--- config.mk ---
export PLATFORM = sky130hd
export DESIGN_NAME = riocfg_top
export DESIGN_NICKNAME = d
export VERILOG_FILES = /design/src/hdl/riocfg_pkg.sv /design/src/hdl/riocfg_top.sv
export SDC_FILE = /design/constraint.sdc
export NUM_CORES = 1
export LEC_CHECK = 0
export ABC_AREA = 1
export BUFFER_PORTS_ARGS = -buffer_cell sky130_fd_sc_hd__buf_2
export CORE_AREA = 2 2 199 201
export CTS_CLUSTER_SIZE = 12
export DETAILED_ROUTE_END_ITERATION = 16
export DIE_AREA = 0 0 201 203
export PLACE_DENSITY = 0.7
export SKIP_CTS_REPAIR_TIMING = 1
export SYNTH_ARGS = -nofsm -noshare
export SYNTH_HDL_FRONTEND = slang
export SYNTH_SLANG_ARGS = --single-unit
--- constraint.sdc ---
create_clock -name clock -period 3.6 [get_ports clock]
set_clock_uncertainty 0.2 [all_clocks]
set_input_delay 0 -clock clock [delete_from_list [all_inputs] [get_ports clock]]
set_output_delay 0 -clock clock [all_outputs]
set_load 0.02 [all_outputs]
--- src/hdl/riocfg_pkg.sv ---
package riocfg_pkg;

  // ---------------------------------------------------------------
  // area types
  // ---------------------------------------------------------------
  typedef enum logic [2:0] {
    RIOCFG_AREA_NONE = 3'h0,
    RIOCFG_AREA_CORE = 3'h1,
    RIOCFG_AREA_WORK = 3'h2,
    RIOCFG_AREA_HOLD = 3'h3,
    RIOCFG_AREA_DATA = 3'h4,
    RIOCFG_AREA_EXT  = 3'h5
  } riocfg_area_t;

  // ---------------------------------------------------------------
  // word ranges and defaults
  // ---------------------------------------------------------------
  localparam logic [15:0] CORE_MAX_WORD    = 16'h17FF; // 6143
  localparam logic [15:0] WORK_MAX_WORD    = 16'h01FF; // 511
  localparam logic [15:0] HOLD_MAX_WORD    = 16'h01FF; // 511
  localparam logic [15:0] DATA_MAX_WORD    = 16'h7FFF; // 32767
  localparam logic [15:0] EXT_MAX_WORD     = 16'h7FFF; // per bank
  localparam logic [15:0] OUT_FIRST_RESET  = 16'h0ED8; // 3800
  localparam logic [15:0] IN_FIRST_RESET   = 16'h0F3C; // 3900
  localparam logic [15:0] STAT_FIRST_RESET = 16'h0F8C; // 3980
  localparam logic [15:0] STAT_WORDS       = 16'h0014; // 20
  localparam logic        AUTO_SAVE_RESET  = 1'b1;
  localparam logic        IN_CLEAR_RESET   = 1'b0;
  localparam logic [1:0]  FEED_ROTARY_INF  = 2'h1;

  // ---------------------------------------------------------------
  // save sequencer states
  // ---------------------------------------------------------------
  typedef enum logic [1:0] {
    RIOCFG_IDLE  = 2'b00,
    RIOCFG_SAVE  = 2'b01,
    RIOCFG_DONE  = 2'b11
  } riocfg_state_t;

endpackage

--- src/hdl/riocfg_top.sv ---
`timescale 1ns/1ps
`default_nettype none
// Overview of operation
// - area select is none or five types
// - output area defaults to core word 3800
// - input area defaults to core word 3900
// - status area defaults to core word 3980
// - status area spans twenty words
// - in/out size follows connected slaves
// - no areas on variants lacking remote I/O
// - rotary mode 1 with enable saves offset
// - auto save bit defaults to one
// - auto save bit latched at setup only
// - saving holds transfer flag, warns save
// - clear mode zeros inputs on error
// - clear mode bit defaults to zero
// - clear affects remote I/O slaves only
// - synchronous link data always retained
module riocfg_top #(
  parameter int SLAVES = 8,
  parameter int DATA_W = 16
) (
  input  wire logic                     clock,
  input  wire logic                     rst_n,
  input  wire logic                     remote_io_capable,
  input  wire logic                     unit_setup_command_bit,
  input  wire riocfg_pkg::riocfg_area_t out_area_sel,
  input  wire logic [15:0]              out_first_word,
  input  wire logic                     out_first_valid,
  input  wire riocfg_pkg::riocfg_area_t in_area_sel,
  input  wire logic [15:0]              in_first_word,
  input  wire logic                     in_first_valid,
  input  wire riocfg_pkg::riocfg_area_t stat_area_sel,
  input  wire logic [15:0]              stat_first_word,
  input  wire logic                     stat_first_valid,
  input  wire logic [15:0]              out_words_used,
  input  wire logic [15:0]              in_words_used,
  input  wire logic                     auto_save_setting,
  input  wire logic                     in_clear_setting,
  input  wire logic [1:0]               feed_mode,
  input  wire logic                     abs_encoder,
  input  wire logic                     offset_update,
  input  wire logic                     flash_done,
  input  wire logic                     save_data_cmd,
  input  wire logic [SLAVES-1:0]        slave_is_remote_io,
  input  wire logic [SLAVES-1:0]        slave_is_sync_link,
  input  wire logic [SLAVES-1:0]        slave_comm_error,
  input  wire logic [SLAVES-1:0]        slave_in_valid,
  input  wire logic [SLAVES*DATA_W-1:0] slave_in_data,
  output var  logic [2:0]               out_area_type,
  output var  logic [15:0]              out_base,
  output var  logic [15:0]              out_last,
  output var  logic                     out_access_en,
  output var  logic [2:0]               in_area_type,
  output var  logic [15:0]              in_base,
  output var  logic [15:0]              in_last,
  output var  logic                     in_access_en,
  output var  logic [2:0]               stat_area_type,
  output var  logic [15:0]              stat_base,
  output var  logic [15:0]              stat_last,
  output var  logic                     stat_access_en,
  output var  logic                     range_error,
  output var  logic                     auto_save_active,
  output var  logic                     flash_write_req,
  output var  logic                     data_transfer_flag,
  output var  logic                     save_warning,
  output var  logic                     save_accept,
  output var  logic [SLAVES*DATA_W-1:0] slave_in_image
);

  // ---------------------------------------------------------------
  // helpers
  // ---------------------------------------------------------------
  // highest legal word for an area type
  function automatic logic [15:0] area_max(riocfg_pkg::riocfg_area_t a);
    unique case (a)
      riocfg_pkg::RIOCFG_AREA_CORE: area_max = riocfg_pkg::CORE_MAX_WORD;
      riocfg_pkg::RIOCFG_AREA_WORK: area_max = riocfg_pkg::WORK_MAX_WORD;
      riocfg_pkg::RIOCFG_AREA_HOLD: area_max = riocfg_pkg::HOLD_MAX_WORD;
      riocfg_pkg::RIOCFG_AREA_DATA: area_max = riocfg_pkg::DATA_MAX_WORD;
      riocfg_pkg::RIOCFG_AREA_EXT:  area_max = riocfg_pkg::EXT_MAX_WORD;
      default:                      area_max = 16'h0000;
    endcase
  endfunction
  // legal type that is not "no setting"
  function automatic logic area_used(riocfg_pkg::riocfg_area_t a);
    area_used = (a != riocfg_pkg::RIOCFG_AREA_NONE) &&
                (a <= riocfg_pkg::RIOCFG_AREA_EXT);
  endfunction
  // last word of span, 17 bits to catch wrap
  function automatic logic [16:0] span_last(logic [15:0] b,
                                            logic [15:0] n);
    span_last = {1'b0, b} + {1'b0, n} - 17'h00001;
  endfunction
  // span exceeds area range
  function automatic logic span_bad(riocfg_pkg::riocfg_area_t a,
                                    logic [15:0] b, logic [15:0] n);
    span_bad = area_used(a) && (n != 16'h0000) &&
               (span_last(b, n) > {1'b0, area_max(a)});
  endfunction

  // ---------------------------------------------------------------
  // area placement
  // ---------------------------------------------------------------
  riocfg_pkg::riocfg_area_t out_sel_q;
  riocfg_pkg::riocfg_area_t in_sel_q;
  riocfg_pkg::riocfg_area_t stat_sel_q;
  logic [15:0]              out_base_q;
  logic [15:0]              in_base_q;
  logic [15:0]              stat_base_q;

  // first words, reset to core area defaults
  always_ff @(posedge clock) begin
    if (!rst_n) begin
      out_sel_q   <= riocfg_pkg::RIOCFG_AREA_CORE;
      out_base_q  <= riocfg_pkg::OUT_FIRST_RESET;
      in_sel_q    <= riocfg_pkg::RIOCFG_AREA_CORE;
      in_base_q   <= riocfg_pkg::IN_FIRST_RESET;
      stat_sel_q  <= riocfg_pkg::RIOCFG_AREA_CORE;
      stat_base_q <= riocfg_pkg::STAT_FIRST_RESET;
    end else begin
      if (out_first_valid) begin
        out_sel_q  <= out_area_sel;
        out_base_q <= out_first_word;
      end
      if (in_first_valid) begin
        in_sel_q  <= in_area_sel;
        in_base_q <= in_first_word;
      end
      if (stat_first_valid) begin
        stat_sel_q  <= stat_area_sel;
        stat_base_q <= stat_first_word;
      end
    end
  end

  // published placement and access enables
  always_ff @(posedge clock) begin
    if (!rst_n) begin
      out_area_type  <= 3'h0;
      out_base       <= 16'h0000;
      out_last       <= 16'h0000;
      out_access_en  <= 1'b0;
      in_area_type   <= 3'h0;
      in_base        <= 16'h0000;
      in_last        <= 16'h0000;
      in_access_en   <= 1'b0;
      stat_area_type <= 3'h0;
      stat_base      <= 16'h0000;
      stat_last      <= 16'h0000;
      stat_access_en <= 1'b0;
      range_error    <= 1'b0;
    end else begin
      out_area_type  <= remote_io_capable ? out_sel_q : 3'h0;
      in_area_type   <= remote_io_capable ? in_sel_q : 3'h0;
      stat_area_type <= remote_io_capable ? stat_sel_q : 3'h0;
      out_base       <= out_base_q;
      in_base        <= in_base_q;
      stat_base      <= stat_base_q;
      out_last  <= 16'(span_last(out_base_q, out_words_used));
      in_last   <= 16'(span_last(in_base_q, in_words_used));
      stat_last <= 16'(span_last(stat_base_q,
                                 riocfg_pkg::STAT_WORDS));
      out_access_en  <= remote_io_capable && area_used(out_sel_q)
                        && (out_words_used != 16'h0000);
      in_access_en   <= remote_io_capable && area_used(in_sel_q)
                        && (in_words_used != 16'h0000);
      stat_access_en <= remote_io_capable && area_used(stat_sel_q);
      // host misplacement flagged, area still served
      range_error <= remote_io_capable &&
        (span_bad(out_sel_q, out_base_q, out_words_used) ||
         span_bad(in_sel_q, in_base_q, in_words_used) ||
         span_bad(stat_sel_q, stat_base_q,
                  riocfg_pkg::STAT_WORDS));
    end
  end

  // ---------------------------------------------------------------
  // behaviour settings
  // ---------------------------------------------------------------
  logic auto_save_q;
  logic in_clear_q;
  // auto save loads its default at reset, setting taken at setup command only
  always_ff @(posedge clock) begin
    if (!rst_n) begin
      auto_save_q <= riocfg_pkg::AUTO_SAVE_RESET;
    end else if (unit_setup_command_bit) begin
      auto_save_q <= auto_save_setting;
    end
  end

  // clear mode follows its input
  always_ff @(posedge clock) begin
    if (!rst_n) begin
      in_clear_q <= riocfg_pkg::IN_CLEAR_RESET;
    end else begin
      in_clear_q <= in_clear_setting;
    end
  end

  // ---------------------------------------------------------------
  // automatic offset save
  // ---------------------------------------------------------------
  riocfg_pkg::riocfg_state_t state;
  logic                      save_due;
  assign save_due = offset_update && auto_save_q && abs_encoder &&
                    (feed_mode == riocfg_pkg::FEED_ROTARY_INF);
  // save sequencer
  always_ff @(posedge clock) begin
    if (!rst_n) begin
      state <= riocfg_pkg::RIOCFG_IDLE;
    end else begin
      unique case (state)
        riocfg_pkg::RIOCFG_IDLE:
          if (save_due) state <= riocfg_pkg::RIOCFG_SAVE;
        riocfg_pkg::RIOCFG_SAVE:
          if (flash_done) state <= riocfg_pkg::RIOCFG_DONE;
        riocfg_pkg::RIOCFG_DONE:
          state <= riocfg_pkg::RIOCFG_IDLE;
        default:
          state <= riocfg_pkg::RIOCFG_IDLE;
      endcase
    end
  end

  // flags and save command answer
  always_ff @(posedge clock) begin
    if (!rst_n) begin
      auto_save_active   <= 1'b0;
      flash_write_req    <= 1'b0;
      data_transfer_flag <= 1'b0;
      save_warning       <= 1'b0;
      save_accept        <= 1'b0;
    end else begin
      auto_save_active   <= (state == riocfg_pkg::RIOCFG_SAVE);
      flash_write_req    <= (state == riocfg_pkg::RIOCFG_IDLE) && save_due;
      data_transfer_flag <= (state == riocfg_pkg::RIOCFG_SAVE);
      save_warning <= save_data_cmd &&
                      (state == riocfg_pkg::RIOCFG_SAVE);
      save_accept  <= save_data_cmd &&
                      (state != riocfg_pkg::RIOCFG_SAVE);
    end
  end

  // ---------------------------------------------------------------
  // slave input image
  // ---------------------------------------------------------------
  genvar g;
  generate
    for (g = 0; g < SLAVES; g++) begin : g_slave
      // clear on error only for remote I/O, never sync link
      always_ff @(posedge clock) begin
        if (!rst_n) begin
          slave_in_image[g*DATA_W +: DATA_W] <= '0;
        end else if (slave_comm_error[g]) begin
          if (in_clear_q && slave_is_remote_io[g] &&
              !slave_is_sync_link[g]) begin
            slave_in_image[g*DATA_W +: DATA_W] <= '0;
          end
        end else if (slave_in_valid[g]) begin
          slave_in_image[g*DATA_W +: DATA_W] <=
            slave_in_data[g*DATA_W +: DATA_W];
        end
      end
    end
  endgenerate

  // ---------------------------------------------------------------
  // checks
  // ---------------------------------------------------------------
  property p_stat_span;
    @(posedge clock) disable iff (!rst_n)
    stat_access_en |-> (stat_last == stat_base + 16'h0013);
  endproperty
  a_stat_span: assert property (p_stat_span)
    else $error("status area not twenty words");
  property p_no_access_none;
    @(posedge clock) disable iff (!rst_n)
    (stat_area_type == 3'h0) |-> !stat_access_en;
  endproperty
  a_no_access_none: assert property (p_no_access_none)
    else $error("access on unset area");
  property p_variant;
    @(posedge clock) disable iff (!rst_n)
    !$past(remote_io_capable) |-> !out_access_en && !in_access_en;
  endproperty
  a_variant: assert property (p_variant)
    else $error("area on incapable variant");
  property p_xfer_flag;
    @(posedge clock) disable iff (!rst_n)
    auto_save_active |-> data_transfer_flag;
  endproperty
  a_xfer_flag: assert property (p_xfer_flag)
    else $error("transfer flag off during save");
  property p_warn;
    @(posedge clock) disable iff (!rst_n)
    save_data_cmd && state == riocfg_pkg::RIOCFG_SAVE
      |=> save_warning && !save_accept;
  endproperty
  a_warn: assert property (p_warn)
    else $error("save not warned");
  property p_save_start;
    @(posedge clock) disable iff (!rst_n)
    state == riocfg_pkg::RIOCFG_IDLE && save_due
      |=> flash_write_req ##1 auto_save_active;
  endproperty
  a_save_start: assert property (p_save_start)
    else $error("auto save not started");
  property p_no_save_off;
    @(posedge clock) disable iff (!rst_n)
    !auto_save_q && state == riocfg_pkg::RIOCFG_IDLE
      |=> state == riocfg_pkg::RIOCFG_IDLE;
  endproperty
  a_no_save_off: assert property (p_no_save_off)
    else $error("save with setting off");
  property p_setting_hold;
    @(posedge clock) disable iff (!rst_n)
    !unit_setup_command_bit |=> $stable(auto_save_q);
  endproperty
  a_setting_hold: assert property (p_setting_hold)
    else $error("auto save changed without setup");
  property p_hold_sync;
    @(posedge clock) disable iff (!rst_n)
    slave_comm_error[0] && slave_is_sync_link[0]
      |=> $stable(slave_in_image[DATA_W-1:0]);
  endproperty
  a_hold_sync: assert property (p_hold_sync)
    else $error("sync link data altered on error");
  property p_clear;
    @(posedge clock) disable iff (!rst_n)
    slave_comm_error[0] && in_clear_q && slave_is_remote_io[0] &&
      !slave_is_sync_link[0] |=> slave_in_image[DATA_W-1:0] == '0;
  endproperty
  a_clear: assert property (p_clear)
    else $error("input not cleared on error");
endmodule // riocfg_top
`default_nettype wire
# Yosys cells after proc, flatten, opt, wreduce, memory -nomap -nowiden
# Cells that the tools add are included.
# Widths: inputs -> output; s select.
[word_totals] ff_bits=302 output_inout_bits=242
[classes] n_addsub=6 order_cmp=6 n_eq_ne=28 muxes=33 reduce_logical=76
[op_table] op="$mux 16" n=27
[op_table] op="$pmux 15 s3" n=3
[op_table] op="$gt 17x16->1" n=3
[op_table] op="$sub 17x1->17 const B" n=3
[op_table] op="$logic_and 1x1->1" n=36
[op_table] op="$add 16x16->17" n=2
[op_table] op="$reduce_bool 16->1" n=2
[op_table] op="$reduce_and 2->1" n=10
[op_table] op="$eq 3x2->1 const B" n=6
[op_table] op="$eq 3x3->1 const B" n=6
[op_table] op="$ne 2x1->1 const B" n=9
[op_table] op="$add 16x5->17 const B" n=1
[op_table] op="$reduce_bool 2->1" n=8
[op_table] op="$reduce_or 2->1" n=6
[op_table] op="$eq 3x1->1 const B" n=3
[op_table] op="$le 3x3->1 const B" n=3
[op_table] op="$reduce_bool 3->1" n=3
[op_table] op="$logic_not 1->1" n=8
[op_table] op="$eq 2x1->1 const B" n=2
[op_table] op="$mux 2" n=2
[op_table] op="$ne 2x2->1 const B" n=2
[op_table] op="$pmux 2 s2" n=1
[op_table] op="$logic_not 2->1" n=1
[op_table] op="$logic_or 1x1->1" n=2

# Longest topological paths before layout
[logic_depth] ltp_word=9 depth_mapped=24

# Worst setup path after synthesis
# No wires, ideal clock.
[synth_timing] kind="reg-to-reg" from="register out_base_q[1]" to="register range_error" arrival_time_ns=2.736 t_required_ns=3.281 path_slack_ns=0.544 stages_incl_launch_ff=24 period_less_slack_ns=3.056 cell_sequence="dfxtp_1 inv_1 ha_1 inv_1 ha_1 inv_1 fa_1 o21bai_2 a21oi_1 o21ai_1 xor2_1 ha_1 nand2_1 inv_1 nand3_1 a21oi_1 nor2_1 nand2_1 nand2_1 nand2_1 nand2_1 nand2_1 nand2_1 nand3_1"
[synth_between] elab_chain_cells=7
[synth_rtl] item="start, declared" line="riocfg_top.sv:108" text="logic [15:0] out_base_q;"
[synth_rtl] item="start signal, assigned" line="riocfg_top.sv:116" text="out_base_q <= riocfg_pkg::OUT_FIRST_RESET;"
[synth_rtl] item="start signal, assigned" line="riocfg_top.sv:124" text="out_base_q <= out_first_word;"
[synth_rtl] item="$add 16x16->17" line="riocfg_top.sv:93" text="span_last = {1'b0, b} + {1'b0, n} - 17'h00001;"
[synth_rtl] item="$sub 17x1->17" line="riocfg_top.sv:93"
[synth_rtl] item="$gt 17x16->1" line="riocfg_top.sv:99" text="(span_last(b, n) > {1'b0, area_max(a)});"
[synth_rtl] item="$logic_and 1x1->1" line="riocfg_top.sv:98" text="span_bad = area_used(a) && (n != 16'h0000) &&"
[synth_rtl] item="$logic_or 1x1->1" line="riocfg_top.sv:171" text="(span_bad(out_sel_q, out_base_q, out_words_used) ||"
[synth_rtl] item="$logic_or 1x1->1" line="riocfg_top.sv:172" text="span_bad(in_sel_q, in_base_q, in_words_used) ||"
[synth_rtl] item="$logic_and 1x1->1" line="riocfg_top.sv:170" text="range_error <= remote_io_capable &&"
[synth_rtl] item="end signal, assigned" line="riocfg_top.sv:170"
[synth_rtl] item="end, declared" line="riocfg_top.sv:62" text="output var logic range_error,"
# Every way passes these cells.
# A chain may end at the register's enable or synchronous reset.

# Final worst setup path
# Same ends and word-level chain as after synthesis.

==> results.md <==
- Synthesis-to-finish area growth: 66.67%
- Worst hold slack after final layout: -0.008014 ns
- Yosys warns: 0
- Layout cell share with drive strength beyond 1: 21.84%
- TritonCTS clock tree: built
- Pin count of the biggest net entering global routing: 47
- Final clock period utilization by the worst path: 92.14%
- Die Y: 203 um
- Clk slew on worst S/H paths: 0.05 ns
- Clock Sinks: 302
- Final WL: 62.34 mm
- Endpoints failing setup: 0
- ANT nets after route: 0
- Critical path's largest stage delay: 0.42 ns
- Netlist area before placement: 14150 um2
- Depth of the worst hold-timing path: 10
- Highest metal layer used by the detailed router: met5
- Register bit total from synthesis: 302
- Cell area power density: 430.1 nW/um2
- Number of iterations in the first detailed-routing pass: 6
- Via count of the first global-routing pass: 13759
- Run status: complete, but fails checks
- CP max FO: 3
- CP Capture Type: register
- Total global routing overflow: 0
- Max Freq: 0.3015 GHz
- Post-layout total power: 0.01015 W
- Cell with the most instances on the worst path: nand2_1
- Sequence of cells on the critical path: inv_1 > ha_1 > inv_1 > ha_1 > inv_1 > fa_1 > o21bai_2 > a21oi_1 > o21ai_1 > xor2_1 > ha_1 > nand2_1 > inv_1 > nand3_1 > a21oi_1 > nor2_1 > nand2_1 > nand2_1 > nand2_1 > nand2_1 > nand2_1 > nand2_1 > nand3_1
- Kind of critical path: reg2reg
- Clock period minus worst slack: 3.317 ns
- Cell row count: 72
- CTS Root Buffer Type: clkbuf_16
- Total DRC errors in the routed layout: 0
- Total Nets Final: 3171
- Crit start category: register
- Most used flip-flop cell after synthesis: dfxtp_1
- Combined global-route utilization of all metal layers: 22.53%
- Die area: 40800 um2
- Met3 routed wirelength: 6.001 mm
- First-pass GRT wire length: 73.35 mm
- Worst slew pin tran: 0.8106 ns
- Static leakage: 11.72 nW
- Worst-Skew Late Latency: 0.54 ns
- Critical Path Stages: 23
- Critical path buffer and inverter count: 4
- Count of pins over their slew limit: 0
- Number of antenna violations at the first check in global routing: 4
- Total half-perimeter wirelength after legalization and detailed placement: 36.67 mm
- Ys async rst share: 0%
- Syn avg cell area: 7.760 um2
- Total of max-cap violations: 0
- Hold crit path type: in2reg
- Number of synthesized flops with an enable pin: 0
- Final TNS setup: 0 ns
- Number of library cell types mapped by synthesis: 38
- DRC violation total after the first TritonRoute iteration: 1188
- Synthesized netlist net count: 2198
- Number of I/O port buffers: 505
- CTS H-tree depth: 2
- I/O pin count: 506
- Failing checks: hold timing
- Required time of the critical path: 3.82 ns
- Worst setup slack before clock tree synthesis: 0.1432 ns
- Final number of hold-violating endpoints: 1
- Effective utilization at floorplan: 36.80%
- Proportion of synthesized chip area in sequential cells: 42.71%
- Routed length on met2: 29.48 mm
- CP arrival: 3.54 ns
- Max Buffers Root-to-Sink: 3
- Average vias per placed instance: 5.193
- Depth of the worst register-to-register path: 23
- Slew Limit Headroom: 45.81%
- Cell class contributing the biggest share of worst-path delay: adder cells
- CTS buffer count: 36
- Vias: 17356
- Area taken by multi-input logic gates: 6699 um2
- Horizontal extent of the die: 201 um
- Slowest library cell on the worst path: fa_1
- FILL cells: 3031
- Post-Syn Instances: 1824
- Core Util, Final: 61.33%
- Routed metal-1 wire length: 22.62 mm
- Final Worst Setup Slack: 0.2830 ns
- GPL Wtd Cong: 0.9127
- Sequential cell area: 6046 um2
- Std-Cell Core Area: 38470 um2
- Routed length per instance: 18.65 um
- Peak VDD IR: 374.7 uV
==> stage by stage <==
stage	cell area, um2	std cells
global route	23590	3341
floorplan	14150	1824
detailed placement	17000	2752
finish	23590	3342
global placement	17000	2752
CTS	18200	2814
==> sequential cells by signal, summed over array words and instances, names as in the netlist, 16 cells and up <==
name            cells
in_base            16
in_last            16
out_base           16
stat_last          16
slave_in_image    128
stat_base          16
out_last           16
stat_base_q        16
in_base_q          16
out_base_q         16
==> Yosys cell counts, types with 2 or more instances <==
master / count / area share [%]
a21oi_1: 226 / 8.0
nor2_1: 84 / 2.2
nor4_1: 5 / 0.22
and2_1: 7 / 0.31
clkbuf_1: 84 / 2.2
o21bai_2: 2 / 0.16
a31o_2: 4 / 0.25
or2_2: 2 / 0.088
nor3_1: 14 / 0.50
inv_2: 3 / 0.080
nor2_2: 2 / 0.088
inv_1: 297 / 7.9
xnor2_1: 10 / 0.62
nand4_1: 9 / 0.40
o21bai_1: 6 / 0.32
buf_1: 15 / 0.40
o211ai_1: 128 / 6.8
o21ai_0: 65 / 2.3
xor2_1: 19 / 1.2
ha_1: 108 / 9.5
clkinv_1: 9 / 0.24
nand3_1: 164 / 5.8
nand3_2: 2 / 0.14
buf_2: 2 / 0.071
dfxtp_1: 302 / 43
nand2_2: 2 / 0.088
nand2_1: 241 / 6.4
fa_1: 2 / 0.28
==> cell type report <==
class                   count  share of cell area [%]
flip-flops and latches    302                   25.63
clock buffers              53                   4.731
clock inverters             9                  0.3288
multi-input cells        1111                   28.40
well taps                 518                   2.747
inverters                 309                   4.938
diodes                      3                 0.03182
repair buffers           1037                   33.20
==> metal layers <==
layer	global-route usage, %	vias up
met5	0	-
met4	9.550	4
met2	40.19	1037
li1	-	7988
met3	5.506	294
met1	25.65	8033
==> report_power, final <==
part / internal [W] / switching [W]
combinational: 0.00116 / 0.00158
clock: 0.00221 / 0.00148
sequential: 0.00359 / 0.000118
total: 0.00696 / 0.00318
==> layout by cell type (no fill, tap or decap), types with 3 or more instances in the layout <==
| cell type | n |
|---|---|
| inv_2 | 3 |
| nand3_1 | 164 |
| buf_4 | 10 |
| clkinv_2 | 6 |
| clkbuf_8 | 13 |
| nand2_2 | 5 |
| inv_1 | 297 |
| xnor2_1 | 9 |
| ha_4 | 6 |
| nor2_2 | 3 |
| xor2_1 | 17 |
| o21ai_0 | 65 |
| diode_2 | 3 |
| clkbuf_1 | 3 |
| a31o_2 | 4 |
| and2_1 | 7 |
| clkinv_1 | 8 |
| nor3_1 | 14 |
| nor4_1 | 5 |
| nor2_1 | 83 |
| buf_2 | 504 |
| o21bai_1 | 6 |
| a21oi_2 | 5 |
| clkbuf_16 | 37 |
| a21oi_1 | 221 |
| ha_1 | 101 |
| dlygate4sd3_1 | 523 |
| dfxtp_1 | 302 |
| o211ai_1 | 128 |
| nand2_1 | 238 |
| nand4_1 | 9 |
==> worst paths after layout <==
check                      from            to  slack (ns)
min reg2reg      stat_base_q[1]  stat_base[1]        0.21
max               out_base_q[1]   range_error        0.28
min          out_words_used[15]   range_error      -0.008
max reg2reg       out_base_q[1]   range_error        0.28
==> kinds of logic (layout without fill, tap and decap cells) <==
logic type,Yosys count,count (layout),share of synthesized area (%)
xor+xnor,29,29,1.794
compound gates,436,436,18.11
buf+inv,411,1408,10.94
other cells,0,3,0
simple gates,536,536,16.61
fa+ha+maj,110,110,9.829
flops,302,302,42.71
==> worst reg2reg max path: stages, from the launching register on <==
cell and delay, ns:
dfxtp_1 0.32, inv_1 0.06, ha_1 0.26, inv_1 0.06, ha_1 0.15, inv_1 0.06
fa_1 0.42, o21bai_2 0.18, a21oi_1 0.12, o21ai_1 0.16, xor2_1 0.23, ha_1 0.27
nand2_1 0.08, inv_1 0.04, nand3_1 0.09, a21oi_1 0.05, nor2_1 0.08, nand2_1 0.05
nand2_1 0.05, nand2_1 0.04, nand2_1 0.05, nand2_1 0.05, nand2_1 0.06, nand3_1 0.07
Note: power is estimated with default switching activity, not from simulation.
